$ cat config.mk
export PLATFORM = sky130hd
export DESIGN_NAME = uhf_host_int_fifo_ctrl
export DESIGN_NICKNAME = d
export VERILOG_FILES = /design/src/design/uhf_char_timeout.v /design/src/design/uhf_host_int_fifo_ctrl.v
export VERILOG_INCLUDE_DIRS = /design/src /design/src/include
export SDC_FILE = /design/constraint.sdc
export NUM_CORES = 1
export LEC_CHECK = 0
export ABC_AREA = 1
export BUFFER_PORTS_ARGS = -buffer_cell sky130_fd_sc_hd__buf_2
export CORE_ASPECT_RATIO = 1.2
export CORE_MARGIN = 3
export CORE_UTILIZATION = 53
export DETAILED_ROUTE_END_ITERATION = 8
export PLACE_DENSITY = 0.83
export SYNTH_ARGS = -nofsm -noshare
export SYNTH_HDL_FRONTEND = slang
export SYNTH_HIERARCHICAL = 1
export SYNTH_SLANG_ARGS = --single-unit
$ cat constraint.sdc
create_clock -name i_clk -period 2.2 [get_ports i_clk]
set_input_delay 0.44 -clock i_clk [delete_from_list [all_inputs] [get_ports i_clk]]
set_output_delay 0.44 -clock i_clk [all_outputs]
set_load 0.01 [all_outputs]
$ cat src/include/uhf_consts.vh
`ifndef UHF_CONSTS_VH
`define UHF_CONSTS_VH

// Register offsets on the host parallel bus.
`define UHF_ADDR_INTERRUPT_ENABLE 3'h1
`define UHF_ADDR_FIFO_CONTROL 3'h2
`define UHF_ADDR_INTERRUPT_IDENTIFY 3'h2

// Interrupt enable fields.
`define UHF_IE_RX_DATA 0
`define UHF_IE_TX_EMPTY 1
`define UHF_IE_LINE_STATUS 2
`define UHF_IE_MODEM_STATUS 3
`define UHF_IE_RESET 4'h0

// FIFO control fields.
`define UHF_FC_ENABLE 0
`define UHF_FC_RX_RESET 1
`define UHF_FC_TX_RESET 2
`define UHF_FC_DMA 3
`define UHF_FC_TRIG_LSB 6
`define UHF_FC_TRIG_MSB 7
`define UHF_TRIG_RESET 2'h0

// Receive trigger levels in bytes.
`define UHF_TRIG_LEVEL_0 5'h01
`define UHF_TRIG_LEVEL_1 5'h04
`define UHF_TRIG_LEVEL_2 5'h08
`define UHF_TRIG_LEVEL_3 5'h0E

// Identification codes placed in bits 3 to 1.
`define UHF_ID_LINE_STATUS 3'h3
`define UHF_ID_RX_DATA 3'h2
`define UHF_ID_CHAR_TIMEOUT 3'h6
`define UHF_ID_TX_EMPTY 3'h1
`define UHF_ID_MODEM_STATUS 3'h0
`define UHF_ID_NONE 3'h0

// Character times without receive activity before a timeout.
`define UHF_TIMEOUT_CHARS 3'h4

`endif

$ cat src/design/uhf_char_timeout.v
`timescale 1ns/100ps
`include "uhf_consts.vh"

module uhf_char_timeout (
   // Clock and reset.
   input wire i_clk,
   input wire i_reset,
   // Receive FIFO activity.
   input wire i_fifo_mode,
   input wire i_rx_nonempty,
   input wire i_rx_activity,
   input wire i_char_tick,
   // Timeout indication.
   output reg o_timeout
);

   reg [2:0] char_count;

   // Any push or pop restarts the count, so the flag drops with the next activity.
   always @(posedge i_clk) begin
      if (i_reset || !i_fifo_mode || !i_rx_nonempty || i_rx_activity) begin
         char_count <= 3'h0;
         o_timeout <= 1'b0;
      end else if (i_char_tick && !o_timeout) begin
         char_count <= char_count + 3'h1;
         if (char_count + 3'h1 == `UHF_TIMEOUT_CHARS) begin
            o_timeout <= 1'b1;
         end
      end
   end

endmodule

$ cat src/design/uhf_host_int_fifo_ctrl.v
`timescale 1ns/100ps
`include "uhf_consts.vh"

module uhf_host_int_fifo_ctrl #(
   parameter FIFO_DEPTH = 16,
   parameter COUNT_W = 5
) (
   // Clock and reset.
   input wire i_clk,
   input wire i_reset,
   // Host register bus, synchronous to i_clk.
   input wire [2:0] i_host_addr,
   input wire i_host_cs,
   input wire i_host_rd,
   input wire i_host_wr,
   input wire [7:0] i_host_wdata,
   input wire i_divisor_access_select,
   output reg [7:0] o_host_rdata,
   output reg o_host_rdata_sel,
   // Line and modem status from the serial logic.
   input wire [5:0] i_line_status,
   input wire i_line_status_read,
   input wire [3:0] i_modem_status,
   // Receive FIFO state.
   input wire [COUNT_W-1:0] i_rx_count,
   input wire i_rx_push,
   input wire i_rx_pop,
   input wire i_char_tick,
   // Transmit FIFO state.
   input wire [COUNT_W-1:0] i_tx_count,
   input wire i_tx_write,
   // Host interrupt and DMA requests.
   output reg o_host_interrupt_out,
   output reg o_receive_dma_request,
   output reg o_transmit_dma_request,
   // FIFO control towards the datapath.
   output reg o_fifo_enable,
   output reg o_dma_mode,
   output reg [1:0] o_rx_trigger_sel,
   output reg o_rx_fifo_clear,
   output reg o_tx_fifo_clear
);

   localparam [COUNT_W-1:0] FULL_COUNT = FIFO_DEPTH[COUNT_W-1:0];

   reg [3:0] interrupt_enable;
   reg wr_q;
   reg rd_q;
   reg [3:0] line_err_q;
   reg thre_q;
   reg pend_line;
   reg pend_tx;
   reg id_tx_reported;
   reg char_timeout_q;
   reg ident_read_q;
   reg [2:0] frozen_id;
   reg frozen_none;

   wire char_timeout;
   wire wr_take;
   wire rd_take;
   wire ident_read;
   wire ident_read_end;
   wire ie_sel;
   wire fc_write;
   wire ie_write;
   wire rx_nonempty;
   wire tx_empty;
   wire tx_full;
   wire rx_at_trigger;
   wire line_change;
   wire thre_rise;
   wire src_line;
   wire src_rx;
   wire src_timeout;
   wire src_tx;
   wire src_modem;
   wire any_pending;
   reg [4:0] trigger_bytes;
   reg [2:0] next_id;
   reg next_rx_dma;
   reg next_tx_dma;

   assign wr_take = i_host_cs && i_host_wr && !wr_q;
   assign rd_take = i_host_cs && i_host_rd && !rd_q;
   assign ident_read = i_host_cs && i_host_rd && (i_host_addr == `UHF_ADDR_INTERRUPT_IDENTIFY);
   assign ident_read_end = ident_read_q && !ident_read;
   assign ie_sel = (i_host_addr == `UHF_ADDR_INTERRUPT_ENABLE) && !i_divisor_access_select;
   assign fc_write = wr_take && (i_host_addr == `UHF_ADDR_FIFO_CONTROL);
   assign ie_write = wr_take && ie_sel;

   assign rx_nonempty = (i_rx_count != {COUNT_W{1'b0}});
   assign tx_empty = (i_tx_count == {COUNT_W{1'b0}});
   assign tx_full = (i_tx_count >= FULL_COUNT);

   uhf_char_timeout u_char_timeout (
      .i_clk(i_clk),
      .i_reset(i_reset),
      .i_fifo_mode(o_fifo_enable),
      .i_rx_nonempty(rx_nonempty),
      .i_rx_activity(i_rx_push | i_rx_pop),
      .i_char_tick(i_char_tick),
      .o_timeout(char_timeout)
   );

   always @* begin
      case (o_rx_trigger_sel)
         2'h0: trigger_bytes = `UHF_TRIG_LEVEL_0;
         2'h1: trigger_bytes = `UHF_TRIG_LEVEL_1;
         2'h2: trigger_bytes = `UHF_TRIG_LEVEL_2;
         2'h3: trigger_bytes = `UHF_TRIG_LEVEL_3;
         default: trigger_bytes = `UHF_TRIG_LEVEL_0;
      endcase
   end

   assign rx_at_trigger = ({{(8-COUNT_W){1'b0}}, i_rx_count} >= {3'h0, trigger_bytes});

   // Bus strobes are taken on their first cycle so a long access acts once.
   always @(posedge i_clk) begin
      if (i_reset) begin
         wr_q <= 1'b0;
         rd_q <= 1'b0;
         ident_read_q <= 1'b0;
      end else begin
         wr_q <= i_host_cs && i_host_wr;
         rd_q <= i_host_cs && i_host_rd;
         ident_read_q <= ident_read;
      end
   end

   always @(posedge i_clk) begin
      if (i_reset) begin
         interrupt_enable <= `UHF_IE_RESET;
      end else if (ie_write) begin
         interrupt_enable <= i_host_wdata[3:0];
      end
   end

   always @(posedge i_clk) begin
      if (i_reset) begin
         o_fifo_enable <= 1'b0;
         o_dma_mode <= 1'b0;
         o_rx_trigger_sel <= `UHF_TRIG_RESET;
         o_rx_fifo_clear <= 1'b0;
         o_tx_fifo_clear <= 1'b0;
      end else begin
         o_rx_fifo_clear <= 1'b0;
         o_tx_fifo_clear <= 1'b0;
         if (fc_write) begin
            o_fifo_enable <= i_host_wdata[`UHF_FC_ENABLE];
            if (!i_host_wdata[`UHF_FC_ENABLE]) begin
               // Leaving FIFO mode empties both FIFOs; the other bits are ignored.
               o_rx_fifo_clear <= 1'b1;
               o_tx_fifo_clear <= 1'b1;
               o_dma_mode <= 1'b0;
            end else begin
               o_dma_mode <= i_host_wdata[`UHF_FC_DMA];
               o_rx_trigger_sel <= i_host_wdata[`UHF_FC_TRIG_MSB:`UHF_FC_TRIG_LSB];
               o_rx_fifo_clear <= i_host_wdata[`UHF_FC_RX_RESET];
               o_tx_fifo_clear <= i_host_wdata[`UHF_FC_TX_RESET];
            end
         end
      end
   end

   // Status inputs are only observed here; their own registers are never gated.
   assign line_change = (i_line_status[4:1] != line_err_q);
   assign thre_rise = i_line_status[5] && !thre_q;

   always @(posedge i_clk) begin
      if (i_reset) begin
         line_err_q <= 4'h0;
         thre_q <= 1'b0;
         pend_line <= 1'b0;
         pend_tx <= 1'b0;
      end else begin
         line_err_q <= i_line_status[4:1];
         thre_q <= i_line_status[5];
         // A new change in the cycle of a line status read wins over the clear.
         if (line_change && interrupt_enable[`UHF_IE_LINE_STATUS]) begin
            pend_line <= 1'b1;
         end else if (i_line_status_read) begin
            pend_line <= 1'b0;
         end
         if (thre_rise && interrupt_enable[`UHF_IE_TX_EMPTY]) begin
            pend_tx <= 1'b1;
         end else if (ie_write && i_host_wdata[`UHF_IE_TX_EMPTY] &&
                      !interrupt_enable[`UHF_IE_TX_EMPTY] && i_line_status[5]) begin
            pend_tx <= 1'b1;
         end else if (i_tx_write || (ident_read_end && id_tx_reported)) begin
            pend_tx <= 1'b0;
         end
      end
   end

   assign src_line = pend_line && interrupt_enable[`UHF_IE_LINE_STATUS];
   assign src_rx = interrupt_enable[`UHF_IE_RX_DATA] &&
                   (o_fifo_enable ? rx_at_trigger : i_line_status[0]);
   assign src_timeout = interrupt_enable[`UHF_IE_RX_DATA] && char_timeout_q;
   assign src_tx = pend_tx && interrupt_enable[`UHF_IE_TX_EMPTY] &&
                   i_line_status[5];
   assign src_modem = interrupt_enable[`UHF_IE_MODEM_STATUS] &&
                      (|i_modem_status);
   assign any_pending = src_line | src_rx | src_timeout | src_tx | src_modem;

   always @* begin
      if (src_line) begin
         next_id = `UHF_ID_LINE_STATUS;
      end else if (src_timeout) begin
         next_id = `UHF_ID_CHAR_TIMEOUT;
      end else if (src_rx) begin
         next_id = `UHF_ID_RX_DATA;
      end else if (src_tx) begin
         next_id = `UHF_ID_TX_EMPTY;
      end else if (src_modem) begin
         next_id = `UHF_ID_MODEM_STATUS;
      end else begin
         next_id = `UHF_ID_NONE;
      end
   end

   // Interrupt state is held during an identification read and resumes afterwards.
   always @(posedge i_clk) begin
      if (i_reset) begin
         frozen_id <= `UHF_ID_NONE;
         frozen_none <= 1'b1;
         id_tx_reported <= 1'b0;
         o_host_interrupt_out <= 1'b0;
         char_timeout_q <= 1'b0;
      end else if (!ident_read) begin
         char_timeout_q <= char_timeout;
         frozen_id <= next_id;
         frozen_none <= !any_pending;
         o_host_interrupt_out <= any_pending;
         id_tx_reported <= 1'b0;
      end else if (rd_take) begin
         id_tx_reported <= !frozen_none && (frozen_id == `UHF_ID_TX_EMPTY);
      end
   end

   always @(posedge i_clk) begin
      if (i_reset) begin
         o_host_rdata <= 8'h00;
         o_host_rdata_sel <= 1'b0;
      end else if (rd_take) begin
         if (i_host_addr == `UHF_ADDR_INTERRUPT_IDENTIFY) begin
            o_host_rdata <= {o_fifo_enable, o_fifo_enable, 2'h0,
                             frozen_id[2] & o_fifo_enable, frozen_id[1:0],
                             frozen_none};
            o_host_rdata_sel <= 1'b1;
         end else if (ie_sel) begin
            o_host_rdata <= {4'h0, interrupt_enable};
            o_host_rdata_sel <= 1'b1;
         end else begin
            o_host_rdata <= 8'h00;
            o_host_rdata_sel <= 1'b0;
         end
      end else if (!(i_host_cs && i_host_rd)) begin
         o_host_rdata_sel <= 1'b0;
      end
   end

   always @* begin
      if (!o_fifo_enable) begin
         next_rx_dma = i_line_status[0];
         next_tx_dma = i_line_status[5];
      end else if (o_dma_mode) begin
         // The timeout flag lags the count by one cycle; qualify it so empty wins.
         if (rx_at_trigger || (char_timeout && rx_nonempty)) begin
            next_rx_dma = 1'b1;
         end else if (!rx_nonempty) begin
            next_rx_dma = 1'b0;
         end else begin
            next_rx_dma = o_receive_dma_request;
         end
         next_tx_dma = !tx_full;
      end else begin
         next_rx_dma = rx_nonempty;
         next_tx_dma = tx_empty;
      end
   end

   always @(posedge i_clk) begin
      if (i_reset) begin
         o_receive_dma_request <= 1'b0;
         o_transmit_dma_request <= 1'b0;
      end else begin
         o_receive_dma_request <= next_rx_dma;
         o_transmit_dma_request <= next_tx_dma;
      end
   end

endmodule

### Yosys cells after proc, flatten, opt, wreduce, memory -nomap -nowiden

Index checks and enable logic that the tools add are counted.

* add/subtract/negate cells: 1
* $lt $le $gt $ge: 2
* equal/unequal tests: 10
* multiplexer cells: 26
* bitwise logic cells: 8
* reductions and logical operators: 52

Operators with widths (number)
* $logic_and 1x1->1: 25
* $mux 1: 20
* $pmux 5 s4: 1
* $logic_not 1->1: 12
* $mux 8: 1
* $eq 3x1->1 const B: 2
* $mux 3: 2
* $ge 5x5->1: 1
* $ge 5x5->1 const B: 1
* $logic_not 5->1: 1
* $logic_or 1x1->1: 5
* $or 1x1->1: 5
* $reduce_bool 5->1: 1
* $eq 2x2->1 const B: 2
* $mux 4: 1
* $ne 4x3->1 const B: 1
* $ne 4x4->1: 1
* $reduce_and 2->1: 2
* $reduce_or 2->1: 2
* $reduce_or 4->1: 1
* $add 3x1->3 const B: 1
* $eq 3x2->1 const B: 1
* $eq 3x3->1 const B: 1
* $reduce_bool 3->1: 1
* other kinds (7): 8

* bits in registers: 42
* bits of input ports: 42
* output and inout port bits: 18

### Longest topological paths before layout

Gate-level depths: netlist of the first run.

* word-level depth: 10
* gate-level depth with buffers: 12
* depth with buffers taken out: 12

### By module

The synthesis of the first run kept the hierarchy.

Modules (own cells, without submodules)
* uhf_host_int_fifo_ctrl: times used 1, cells each 213, area an instance 1606.5 µm², seq. area each 700.7 µm²
* uhf_char_timeout: times used 1, cells each 27, area an instance 203.9 µm², seq. area each 80.1 µm²

### Worst setup path after synthesis of the first run

Ideal clock, no wire load.

* path kind: flip-flop to flip-flop
* start: reg o_rx_trigger_sel[1]
* end: reg o_host_interrupt_out
* arrival: 1.317 ns
* path slack: 0.770 ns
* stages on the path, launching flop included: 13
* path through: dfxtp_1 > inv_1 > ha_1 > nand2_1 > nor2_1 > nor2_1 > nand2_1 > nand2_1 > nand2_1 > nand2_1 > nand2_2 > nand2_1 > nor2_1

* longest elaborated chain between the ends: 9
* elaborated cells on any way between the ends: 12
* those cells by class: order compare: 1; eq/ne: 3; mux: 2; bitwise: 4; reduce/logical: 2

RTL lines
* start: declaration: RTL line uhf_host_int_fifo_ctrl.v:39 `output reg [1:0] o_rx_trigger_sel,`
* start signal: assignment: RTL line uhf_host_int_fifo_ctrl.v:143 `` o_rx_trigger_sel <= `UHF_TRIG_RESET; ``
* start signal: assignment: RTL line uhf_host_int_fifo_ctrl.v:158 `` o_rx_trigger_sel <= i_host_wdata[`UHF_FC_TRIG_MSB:`UHF_FC_TRIG_LSB]; ``
* $eq 2x2->1, or another cell as far along: RTL line uhf_host_int_fifo_ctrl.v:107 `case (o_rx_trigger_sel)`
* $pmux 5 s4 *: RTL line uhf_host_int_fifo_ctrl.v:107
* $ge 5x5->1 *: RTL line uhf_host_int_fifo_ctrl.v:116 `assign rx_at_trigger = ({{(8-COUNT_W){1'b0}}, i_rx_count} >= {3'h0, trigger_bytes});`
* $mux 1 *: RTL line uhf_host_int_fifo_ctrl.v:198 `(o_fifo_enable ? rx_at_trigger : i_line_status[0]);`
* $logic_and 1x1->1 *: RTL line uhf_host_int_fifo_ctrl.v:197 `` assign src_rx = interrupt_enable[`UHF_IE_RX_DATA] && ``
* $or 1x1->1 * (4 in series): RTL line uhf_host_int_fifo_ctrl.v:204 `assign any_pending = src_line | src_rx | src_timeout | src_tx | src_modem;`
* end signal: assignment: RTL line uhf_host_int_fifo_ctrl.v:234 `o_host_interrupt_out <= any_pending;`
* end: declaration: RTL line uhf_host_int_fifo_ctrl.v:33 `output reg o_host_interrupt_out,`

Mark *: on every way between the ends. The rest lies on a longest branch, timed or not. The select of a mux whose other input is x is not followed.
A chain may end at the register's enable or synchronous reset.

### Worst setup path in the final report of the first run

Ends and elaborated chain as after synthesis.

==> results of run 1 <==
[per-stage QoR]
stage	cells	util	hold slack, ns
floorplan	241	-	0.443
global placement	326	0.662	0.454
detailed placement	326	0.662	0.456
CTS	332	0.675	0.306
global route	332	0.675	0.301
finish	332	0.675	0.313
[report_power, final]
part	total [W]	switching [W]	internal, W
logic	0.000136	0.0000768	0.0000596
registers	0.000728	0.00000740	0.000721
clock network	0.000317	0.000204	0.000114
total	0.00118	0.000288	0.000894
[cell usage in the layout, fill, tap and decap left out, types with 3 or more instances in the layout]
cell | synthesis | routed
a21oi_1 | 26 | 26
inv_1 | 34 | 34
o21ai_0 | 11 | 11
ha_1 | 6 | 6
nand3_1 | 16 | 16
o22ai_1 | 3 | 3
nor3_1 | 3 | 3
nor2_1 | 29 | 29
o21ai_1 | 5 | 5
clkbuf_4 | 0 | 5
dfxtp_1 | 39 | 39
buf_2 | 0 | 55
xnor2_1 | 3 | 3
nand2_1 | 36 | 36
[cells in the mapped netlist (all sizes together)]
cell and count:
nor3 6, clkbuf 2, conb 1, buf 4, a21boi 1, nand3 17
ha 6, o211ai 1, nor2 33, nor4 1, nand2 40, a21oi 27
o21ai 16, o31ai 1, nand3b 1, o22ai 3, xor2 1, or2 2
xnor2 3, dfxtp 39, inv 35
[worst register-to-register path, cell delays in order (launching register included)]
cell     delay [ns]
dfxtp_1        0.37
inv_1          0.07
ha_1           0.28
nand2_1        0.09
nor2_1         0.05
nor2_1         0.09
nand2_1        0.06
nand2_1        0.07
nand2_1        0.05
nand2_1        0.11
nand2_2        0.07
nand2_1        0.05
nor2_1         0.04
[per-layer routing]
metal / routed length [um] / share of wire / GRT usage / up-vias
li1: - / - / - / 885
met1: 1530 / 0.42 / 0.211 / 729
met2: 1680 / 0.46 / 0.326 / 63
met3: 343 / 0.095 / 0.0573 / 7
met4: 68 / 0.019 / 0.0680 / 0
met5: 0 / 0 / 0 / -
[logic make-up (layout without fill, tap and decap cells)]
logic type,Yosys count,in the layout
adder cells (fa/ha/maj),6,6
other,1,2
XOR/XNOR,4,4
AO/OA/AOI/OAI,49,49
AND/OR/NAND/NOR,100,100
buffers and inverters,41,96
flip-flops,39,39
[cell type report]
| cell class | count | area, um^2 |
|---|---|---|
| fill | 298 | 1030 |
| multi-input combinational | 161 | 862 |
| sequential | 39 | 781 |
| timing repair buffer | 55 | 275 |
| inverter | 35 | 134 |
| tap | 36 | 45.0 |
| clock buffer | 6 | 41.3 |
[state kept, by name, summed over array words and instances, names as in the netlist, 2 cells and up]
signal / flops
o_host_rdata: 5
interrupt_enable: 4
line_err_q: 4
frozen_id: 3
u_char_timeout/char_count: 3
o_rx_trigger_sel: 2
[final timing paths]
| check | slack, ns | cells after the start | end | start |
|---|---|---|---|---|
| setup reg to reg | 0.70 | 12 | o_host_interrupt_out$_SDFFE_PP0N_ | o_rx_trigger_sel[1]$_SDFFE_PP0P_ |
| hold reg to reg | 0.47 | 2 | o_host_rdata[1]$_SDFFE_PP0P_ | o_host_rdata[1]$_SDFFE_PP0P_ |
| setup / recovery | 0.70 | 12 | o_host_interrupt_out$_SDFFE_PP0N_ | o_rx_trigger_sel[1]$_SDFFE_PP0P_ |
| hold / removal | 0.31 | 3 | line_err_q[1]$_SDFF_PP0_ | i_line_status[2] |
==> impl_results.md, run 1 <==
* First-pass GRT wire length at 6160 um
* Initial drt markers at 62
* Synth Area in Adders at 0.0415
* Avg WL per Cell at 10.9 um
* Unrepaired setup endpoints after global routing: no
* Fraction of the mapped netlist area in compound gates at 0.144
* Worst EP required at 2.44 ns
* Crit-path slowest cell: dfxtp_1
* ANT cells at 0
* Syn Std Cell Area at 0.00181 mm^2
* Sequential share of the synthesized area at 0.431
* Max H-tree Level at 2
* Simple-Gate Fraction of Synth Area at 0.267
* Row Count at 22
* Crit. End Element: flop
* Setup ws final at 0.697 ns
* Initial antenna violation count at 0
* Buffers on Ports at 55
* Synth area leaders: dfxtp_1 43%, nand2_1 7.5%, a21oi_1 7.2%
* Final setup violation count at 0
* Core Area at 0.00317 mm^2
* Vias in the first global route at 1564
* Post-synthesis xor/xnor area fraction at 0.0194
* Yosys warning count at 6
* Distinct cells, synth at 32
* Worst clock skew at 0.00556 ns
* Post-CTS Resized at 0
* PwrDens at 553 mW/mm^2
* Avg Inst Size Synth at 7.54 um^2
* Final Max Tran Viols at 0
* Post-DP HPWL at 2830 um
* Main combinational cell family by area after synthesis: simple AND/OR/NAND/NOR gates
* Period utilisation layout at 0.683
* Worst-path fanout max at 4
* Post-route ant nets at 0
* Clock Sinks at 39
* Type of the most critical hold path: input port to flop
* Leak Pwr at 1.04 nW
* Worst path arrival time at 1.74 ns
* Cell area after layout at 0.00214 mm^2
* Final Critical Period at 1.50 ns
* Cts bufs inserted at 5
* Maximum clock frequency at 665 MHz
* Tot Pwr at 0.00118 W
* Register bit total from synthesis at 39
* Pre-CTS setup slack at 0.553 ns
* Worst path max stage delay at 0.37 ns
* Buf/Inv on CP at 1
* Leading area contributor after synthesis: dfxtp_1
* Via density at 5.07
* Via count at 1684
* CTS tree: yes
* Die W at 59.4 um
* CP startpoint kind: flop
* Drt drc at 0
* Placed Area at 0.00210 mm^2
* VDD IR max at 0.476 mV
* Final RePlAce weighted congestion at 0.813
* Global route total overflow at 0
* Largest net degree at the start of global routing at 22
* Cells after synthesis at 240
* Total GRT Usage at 0.189
* Total Die Area at 0.00416 mm^2
* Yosys top cell area share at 0.431
* CP Cell Sequence: inv_1 > ha_1 > nand2_1 > nor2_1 > nor2_1 > nand2_1 > nand2_1 > nand2_1 > nand2_1 > nand2_2 > nand2_1 > nor2_1
* Setup TNS at 0 ns
* Multiplexer share of the synthesized area at 0
* I/O pin total at 60
* Root Driver: clkbuf_4
* Ratio of cells with drive above 1 in the final layout at 0.257
* WS Path Type: flop to flop
* Routed WL at 3630 um
* Clock Latency Late Sink at 0.34 ns
* Area Growth Syn to Fin at 18.1%
* Hold Vio Cnt, Final at 0
* Die height at 70.0 um
* Status: completed
* Post-CTS Setup Inserts at 0
* Crit path max-delay family: simple AND/OR/NAND/NOR gates
* Final #Nets at 345
* Starting Density at 0.572
* Cts hold-fix bufs at 0
* Max clock buf depth at 2
* Clock edge transition at the registers on the reported setup and hold paths at 0.10 ns
* Most frequent CP cell: nand2_1
* Max capacitance violation total at 0
* Drt pass-1 iters at 5
(Power assumes the default switching activity.)
==> run 2, diff against run 1 <==
--- a/config.mk
+++ b/config.mk
@@ -10,9 +10,9 @@
 export BUFFER_PORTS_ARGS = -buffer_cell sky130_fd_sc_hd__buf_2
 export CORE_ASPECT_RATIO = 1.2
 export CORE_MARGIN = 3
-export CORE_UTILIZATION = 53
+export CORE_UTILIZATION = 45
 export DETAILED_ROUTE_END_ITERATION = 8
-export PLACE_DENSITY = 0.83
+export PLACE_DENSITY = 0.75
 export SYNTH_ARGS = -nofsm -noshare
 export SYNTH_HDL_FRONTEND = slang
 export SYNTH_HIERARCHICAL = 1
==> constraint.sdc (replaced) <==
create_clock -name i_clk -period 1.3 [get_ports i_clk]
set_input_delay 0.26 -clock i_clk [delete_from_list [all_inputs] [get_ports i_clk]]
set_output_delay 0.26 -clock i_clk [all_outputs]
set_load 0.01 [all_outputs]
==> run 2 against run 1 <==
The flow now finishes with violations (setup timing). Clock power is 140% higher. Combinational power increased by 99%. Wire length up 13%. Global-route usage is 1.4 points lower. Register-to-register slack worse by 0.81 ns. Largest power group unchanged. Sequential power increased by 69%. Non-clock buffer count up 10. Die area grew 16%. Critical path type unchanged. Final area up 12%. Via count increased by 3.7%.
==> impl_results.md, run 2 (synthesis gave the netlist of run 1 again) <==
* Final Critical Period at 1.41 ns (-0.0892 ns)
* PwrDens at 951 mW/mm^2 (+72%)
* Global route total overflow at 0 (unchanged)
* Worst-path fanout max at 4 (unchanged)
* First-pass GRT wire length at 6490 um (+5.4%)
* Die W at 63.9 um (+7.7%)
* Failing checks: setup timing
* Post-DP HPWL at 3100 um (+9.5%)
* Setup ws final at -0.114 ns (-0.811 ns)
* WS Path Type: flop to flop
* Row Count at 24 (+9.1%)
* ANT cells at 0 (unchanged)
* Min-delay src: i_line_status[2]
* WHS Path Cells at 3 (unchanged)
* Clock Latency Late Sink at 0.29 ns (-0.05 ns)
* VDD IR max at 0.611 mV (+28%)
* Vias in the first global route at 1576 (+0.77%)
* CTS tree: yes
* Buffers on Ports at 55 (unchanged)
* Final Max Tran Viols at 0 (unchanged)
* Largest registers: o_host_rdata (5), interrupt_enable (4), line_err_q (4)
* Area Growth Syn to Fin at 31.8%
* Core Area at 0.00375 mm^2 (+19%)
* Largest net degree at the start of global routing at 21 (-4.5%)
* Clock Sinks at 39 (unchanged)
* Final RePlAce weighted congestion at 0.817 (+0.49%)
* Finished Layout Cells at 360 (+8.4%)
* I/O pin total at 60 (unchanged)
* Total Die Area at 0.00482 mm^2 (+16%)
* R2R depth at 12 (unchanged)
* R2R Path End: o_host_interrupt_out$_SDFFE_PP0N_
* Total GRT Usage at 0.175 (-0.0139)
* Status: finished, violations left
* Worst r2r src: o_rx_trigger_sel[1]$_SDFFE_PP0P_
* Die height at 75.5 um (+7.8%)
* Hold Vio Cnt, Final at 0 (unchanged)
* Initial antenna violation count at 0 (unchanged)
* Worst EP required at 1.53 ns (-0.91 ns)
* Starting Density at 0.482 (-0.0896)
* Period utilisation layout at 1.09 (+0.405)
* Crit. End Element: flop
* Setup TNS at -0.471 ns (-0.471 ns)
* Cts bufs inserted at 5 (unchanged)
* Max capacitance violation total at 0 (unchanged)
* Drt drc at 0 (unchanged)
* Placed Cells at 351 (+7.7%)
* Worst clock skew at 0.00538 ns (-0.000185 ns)
* Most common cell after layout, fill and taps aside: buf_2
* Max H-tree Level at 2 (unchanged)
* CP startpoint kind: flop
* Unrepaired setup endpoints after global routing: yes
* Drt pass-1 iters at 4 (-1)
* Worst hold endpoint: line_err_q[1]$_SDFF_PP0_
* Via count at 1747 (+3.7%)
* Routed WL at 4110 um (+13%)
* Most frequent cells in the layout: 55 x buf_2, 37 x dfxtp_1, 31 x inv_1
* Worst path arrival time at 1.65 ns (-0.09 ns)
* Leak Pwr at 1.14 nW (+10%)
* Clock edge transition at the registers on the reported setup and hold paths at 0.07 ns (-0.03 ns)
* Post-route ant nets at 0 (unchanged)
* Ratio of cells with drive above 1 in the final layout at 0.344 (+0.0874)
* Via density at 4.85 (-4.3%)
* Root Driver: clkbuf_8
* Final #Nets at 355 (+2.9%)
* Flop-to-flop setup slack at -0.11 ns (-0.81 ns)
* Tot Pwr at 0.00227 W (+92%)
* Final setup violation count at 5 (+5)
* Max reg flops at 5 (unchanged)
* Maximum clock frequency at 707 MHz (+6.3%)
* Type of the most critical hold path: input port to flop
* Hold_ws at 0.190 ns (-0.123 ns)
* Avg WL per Cell at 11.4 um (+4.6%)
* Initial drt markers at 60 (-3.2%)
* Largest Register: o_host_rdata
* Max clock buf depth at 2 (unchanged)
==> run 2: cell count changes in the layout (fill, tap and decap cells not counted), sizes merged <==
cell,delta
clkinv,+1
clkbuf,+1
buf,+10
==> run 2: layout make-up <==
| class | count | area [um^2] |
|---|---|---|
| tap | 52 | 65.1 |
| inverter | 35 | 139 |
| clock buffer | 7 | 76.3 |
| clock inverter | 1 | 5.00 |
| timing repair buffer | 65 | 363 |
| multi-input combinational | 161 | 950 |
| sequential | 39 | 788 |
| fill | 365 | 1370 |
==> run 2: through the flow <==
stage | instance area [um^2] | utilization | worst slack (ns)
global route | 2390 | 0.636 | -0.224
global placement | 2230 | 0.595 | -0.0749
CTS | 2320 | 0.619 | -0.0784
floorplan | 1850 | - | -0.00197
detailed placement | 2230 | 0.595 | -0.100
finish | 2390 | 0.636 | -0.114
==> run 2: worst max path at each step <==
| stage | cells after the start | slack, ns | to | startpoint |
|---|---|---|---|---|
| after global placement | 12 | -0.07 | o_host_interrupt_out$_SDFFE_PP0N_ | o_rx_trigger_sel[1]$_SDFFE_PP0P_ |
| after global routing | 12 | -0.22 | o_host_interrupt_out$_SDFFE_PP0N_ | o_rx_trigger_sel[1]$_SDFFE_PP0P_ |
| after floorplan | 11 | -0.002 | frozen_none$_SDFFE_PP1N_ | o_rx_trigger_sel[1]$_SDFFE_PP0P_ |
| after CTS | 11 | -0.08 | frozen_none$_SDFFE_PP1N_ | o_rx_trigger_sel[1]$_SDFFE_PP0P_ |
| final | 12 | -0.11 | o_host_interrupt_out$_SDFFE_PP0N_ | o_rx_trigger_sel[1]$_SDFFE_PP0P_ |
| after detailed placement | 12 | -0.10 | o_host_interrupt_out$_SDFFE_PP0N_ | o_rx_trigger_sel[1]$_SDFFE_PP0P_ |
==> run 2: metal layers <==
| metal | GRT usage | wire, um | vias up |
|---|---|---|---|
| met5 | 0 | 0 | - |
| met4 | 0.0767 | 71 | 0 |
| met3 | 0.0560 | 291 | 6 |
| met2 | 0.300 | 1950 | 61 |
| met1 | 0.201 | 1800 | 777 |
| li1 | - | - | 903 |
==> run 2: what timing repair did <==
item,CTS,global route
gates resized for setup,1,16
pin swaps,3,1
endpoints found under the setup margin,4,5
buffers inserted,1,0
hold buffers,0,0
==> run 2: critical path: stages, from the launching register on <==
cell,delay [ns]
dfxtp_4,0.39
inv_4,0.05
ha_4,0.25
nand2_2,0.05
nor2_1,0.10
nor2_1,0.06
nand2_1,0.07
nand2_2,0.06
nand2_2,0.09
nand2_4,0.06
nand2_4,0.07
nand2_2,0.04
nor2_1,0.07
==> run 2: power breakdown <==
part	internal (W)	leakage (nW)	switching (W)
clock	0.000376	0.0422	0.000391
combinational	0.000125	0.781	0.000146
sequential	0.00122	0.319	0.0000137
total	0.00172	1.14	0.000551
==> run 3, diff against run 2 <==
--- a/config.mk
+++ b/config.mk
@@ -10,10 +10,8 @@
 export BUFFER_PORTS_ARGS = -buffer_cell sky130_fd_sc_hd__buf_2
 export CORE_ASPECT_RATIO = 1.2
 export CORE_MARGIN = 3
-export CORE_UTILIZATION = 45
+export CORE_UTILIZATION = 30
 export DETAILED_ROUTE_END_ITERATION = 8
-export PLACE_DENSITY = 0.75
 export SYNTH_ARGS = -nofsm -noshare
 export SYNTH_HDL_FRONTEND = slang
-export SYNTH_HIERARCHICAL = 1
 export SYNTH_SLANG_ARGS = --single-unit
==> run 3 against run 2 <==
The flow still finishes with violations (setup timing). Wire length grew 0.83%. Area after synthesis rose by 0.90%. Total power increased by 2.3%.
==> impl_results.md, run 3 <==
* Initial drt markers at 23 (-62%)
* Worst EP required at 1.48 ns (-0.05 ns)
* Worst r2r src: o_rx_trigger_sel[0]$_SDFFE_PP0P_
* WS Path Type: flop to flop
* Register bit total from synthesis at 39 (unchanged)
* Final #Nets at 347 (-2.3%)
* Global route total overflow at 0 (unchanged)
* PwrDens at 971 mW/mm^2 (+2.2%)
* Total GRT Usage at 0.126 (-0.0483)
* Reg area at 788 um^2 (unchanged)
* Worst clock skew at 0.00983 ns (+0.00446 ns)
* Failing checks: setup timing
* R2R depth at 11 (-1)
* Distinct cells, synth at 38 (+19%)
* Drt pass-1 iters at 4 (unchanged)
* Max H-tree Level at 2 (unchanged)
* Starting Density at 0.316 (-0.166)
* Die height at 91.5 um (+21%)
* Status: finished, violations left
* Synth area leaders: dfxtp_1 43%, nand2_1 7.4%, nor2_1 6.6%
* Min-delay src: i_line_status[4]
* Cts hold-fix bufs at 0 (unchanged)
* Area Growth Syn to Fin at 30.8%
* Syn Std Cell Area at 0.00183 mm^2 (+0.90%)
* Yosys top cell area share at 0.427 (-0.00384)
* Final Critical Period at 1.44 ns (+0.0232 ns)
* ANT cells at 0 (unchanged)
* Yosys warning count at 0 (-6)
* Most common cell after layout, fill and taps aside: buf_2
* Placed Area at 0.00227 mm^2 (+1.6%)
* Row Count at 30 (+25%)
* Crit. End Element: flop
* I/O pin total at 60 (unchanged)
* Unrepaired setup endpoints after global routing: yes
* CP Cell Sequence: nand2_4 > ha_4 > inv_2 > nor2_1 > nand3_1 > nand2_1 > nand2_1 > nand2_1 > nand2_2 > a21oi_2 > nor2_1
* Core Area at 0.00578 mm^2 (+54%)
* Largest Register: o_host_rdata
* VDD IR max at 0.529 mV (-13%)
* Total Die Area at 0.00707 mm^2 (+46%)
* Setup crit start: o_rx_trigger_sel[0]$_SDFFE_PP0P_
* Clock edge transition at the registers on the reported setup and hold paths at 0.08 ns (about the same)
* Hold_ws at 0.181 ns (-0.00920 ns)
* Avg WL per Cell at 10.9 um (-4.5%)
* Footprint of the multi-input gates at 927 um^2 (-2.4%)
* R2R Path End: frozen_id[0]$_SDFFE_PP0N_
* Crit-path slowest cell: dfxtp_4
* Post-route ant nets at 0 (unchanged)
* Vias in the first global route at 1681 (+6.7%)
* Asr flop ratio synth at 0 (unchanged)
* Max capacitance violation total at 0 (unchanged)
* Buffers on Ports at 55 (unchanged)
* Maximum clock frequency at 696 MHz (-1.6%)
* Filler Cells Inserted at 628 (+72%)
* Top cells by count, synth: 39 x dfxtp_1, 36 x nand2_1, 32 x nor2_1
* Worst path arrival time at 1.62 ns (-0.03 ns)
* Period utilisation layout at 1.11 (+0.0179)
* Critical Path Sink: frozen_id[0]$_SDFFE_PP0N_
* Cell area after layout at 0.00239 mm^2 (+0.16%)
* Top-count cell post-synth: dfxtp_1
* Final Max Tran Viols at 0 (unchanged)
* Worst-path fanout max at 4 (unchanged)
* Via density at 4.32 (-11%)
* CTS tree: yes
* CP startpoint kind: flop
* Post-DP HPWL at 3200 um (+3.2%)
* First-pass GRT wire length at 7200 um (+11%)
* Main flop type after synthesis: dfxtp_1
* Hold Vio Cnt, Final at 0 (unchanged)
* Max clock buf depth at 2 (unchanged)
* Leading area contributor after synthesis: dfxtp_1
* Cts bufs inserted at 5 (unchanged)
* Largest registers: o_host_rdata (5), interrupt_enable (4), line_err_q (4)
* Clock Sinks at 39 (unchanged)
* Die W at 77.2 um (+21%)
* Drt drc at 0 (unchanged)
* Initial antenna violation count at 0 (unchanged)
* Number of synthesized flops with an enable pin at 0 (unchanged)
* Largest net degree at the start of global routing at 17 (-19%)
* Final RePlAce weighted congestion at 0.859 (+5.2%)
* Cells after synthesis at 234 (-2.5%)
* Flop-to-flop setup slack at -0.14 ns (-0.02 ns)
* Cell count along the critical path at 11 (-1)
* Final setup violation count at 4 (-1)
* Max reg flops at 5 (unchanged)
* Crit path max-delay family: simple AND/OR/NAND/NOR gates
* Type of the most critical hold path: input port to flop
* Ratio of cells with drive above 1 in the final layout at 0.340 (-0.00416)
* Buf/Inv on CP at 1 (unchanged)
* Root Driver: clkbuf_8
* Setup ws final at -0.138 ns (-0.0232 ns)
* Sequential share of the synthesized area at 0.427 (-0.00384)
* Post-CTS Setup Inserts at 0 (-1)
* Routed WL at 4150 um (+0.83%)
* Leak Pwr at 1.17 nW (+2.5%)
* Avg Inst Size Synth at 7.81 um^2 (+3.5%)
* Most frequent CP cell: nand2_1
* Via count at 1640 (-6.1%)
* Worst path max stage delay at 0.38 ns (about the same)
* Most frequent cells in the layout: 55 x buf_2, 37 x dfxtp_1, 33 x nand2_1
* Clock Latency Late Sink at 0.29 ns (about the same)
-- run 3: final cells by class --
cell class                      instances  share of cell area
Clock buffer                            6              0.0304
Clock inverter                          2             0.00524
Inverter                               33              0.0529
Multi-Input combinational cell        155               0.388
Sequential cell                        39               0.330
Tap cell                               80              0.0419
Timing Repair Buffer                   65               0.152
-- run 3: metal layers --
metal,share of wire,global-route usage,vias to the layer above
met4,0.012,0.0534,0
met5,0,0,-
li1,-,-,877
met3,0.068,0.0337,4
met1,0.45,0.149,713
met2,0.47,0.214,46
-- run 3: how the worst min path moves through the flow --
stage	endpoint	slack [ns]	depth (start not counted)
floorplan	line_err_q[0]$_SDFF_PP0_	0.37	2
global placement	pend_line$_SDFFE_PP0P_	0.45	2
detailed placement	frozen_id[2]$_SDFFE_PP0N_	0.46	2
CTS	line_err_q[2]$_SDFF_PP0_	0.18	3
global route	line_err_q[0]$_SDFF_PP0_	0.19	3
finish	line_err_q[3]$_SDFF_PP0_	0.18	3
-- run 3: metrics by stage --
stage	total power (W)	setup slack [ns]	utilization	setup TNS (ns)	cells
after floorplan	0.00141	-0.0390	-	-0.0993	235
after detailed placement	0.00154	-0.169	0.392	-0.447	372
final	0.00232	-0.138	0.413	-0.409	380
after CTS	0.00235	-0.131	0.410	-0.436	380
after global routing	0.00244	-0.266	0.413	-0.935	380
after global placement	0.00153	-0.155	0.392	-0.410	372
-- run 3: kinds of logic after synthesis --
family / share of synthesized area
adders and majority gates: 0.0411
and+or+nand+nor: 0.263
other: 0.00205
buffers and inverters: 0.101
DFF: 0.427
AOI/OAI and AO/OA: 0.142
xor gates and xnor gates: 0.0240
-- run 3: repair_timing --
item,in CTS,in global routing
gates cloned,0,0
pin swaps,3,2
resized for setup,5,4
hold endpoints to repair,0,0
endpoints found under the setup margin,4,5
-- run 3: where the power goes --
part | switching (W) | internal, W | leakage (nW) | total (W)
logic | 0.000147 | 0.000130 | 0.810 | 0.000277
registers | 0.0000153 | 0.00122 | 0.319 | 0.00124
clock network | 0.000434 | 0.000375 | 0.0412 | 0.000809
total | 0.000596 | 0.00173 | 1.17 | 0.00232
-- run 3: worst register-to-register path, cell delays in order, from the launching register on --
cell	delay [ns]
dfxtp_4	0.38
nand2_4	0.06
ha_4	0.26
inv_2	0.02
nor2_1	0.07
nand3_1	0.07
nand2_1	0.07
nand2_1	0.06
nand2_1	0.08
nand2_2	0.08
a21oi_2	0.14
nor2_1	0.04
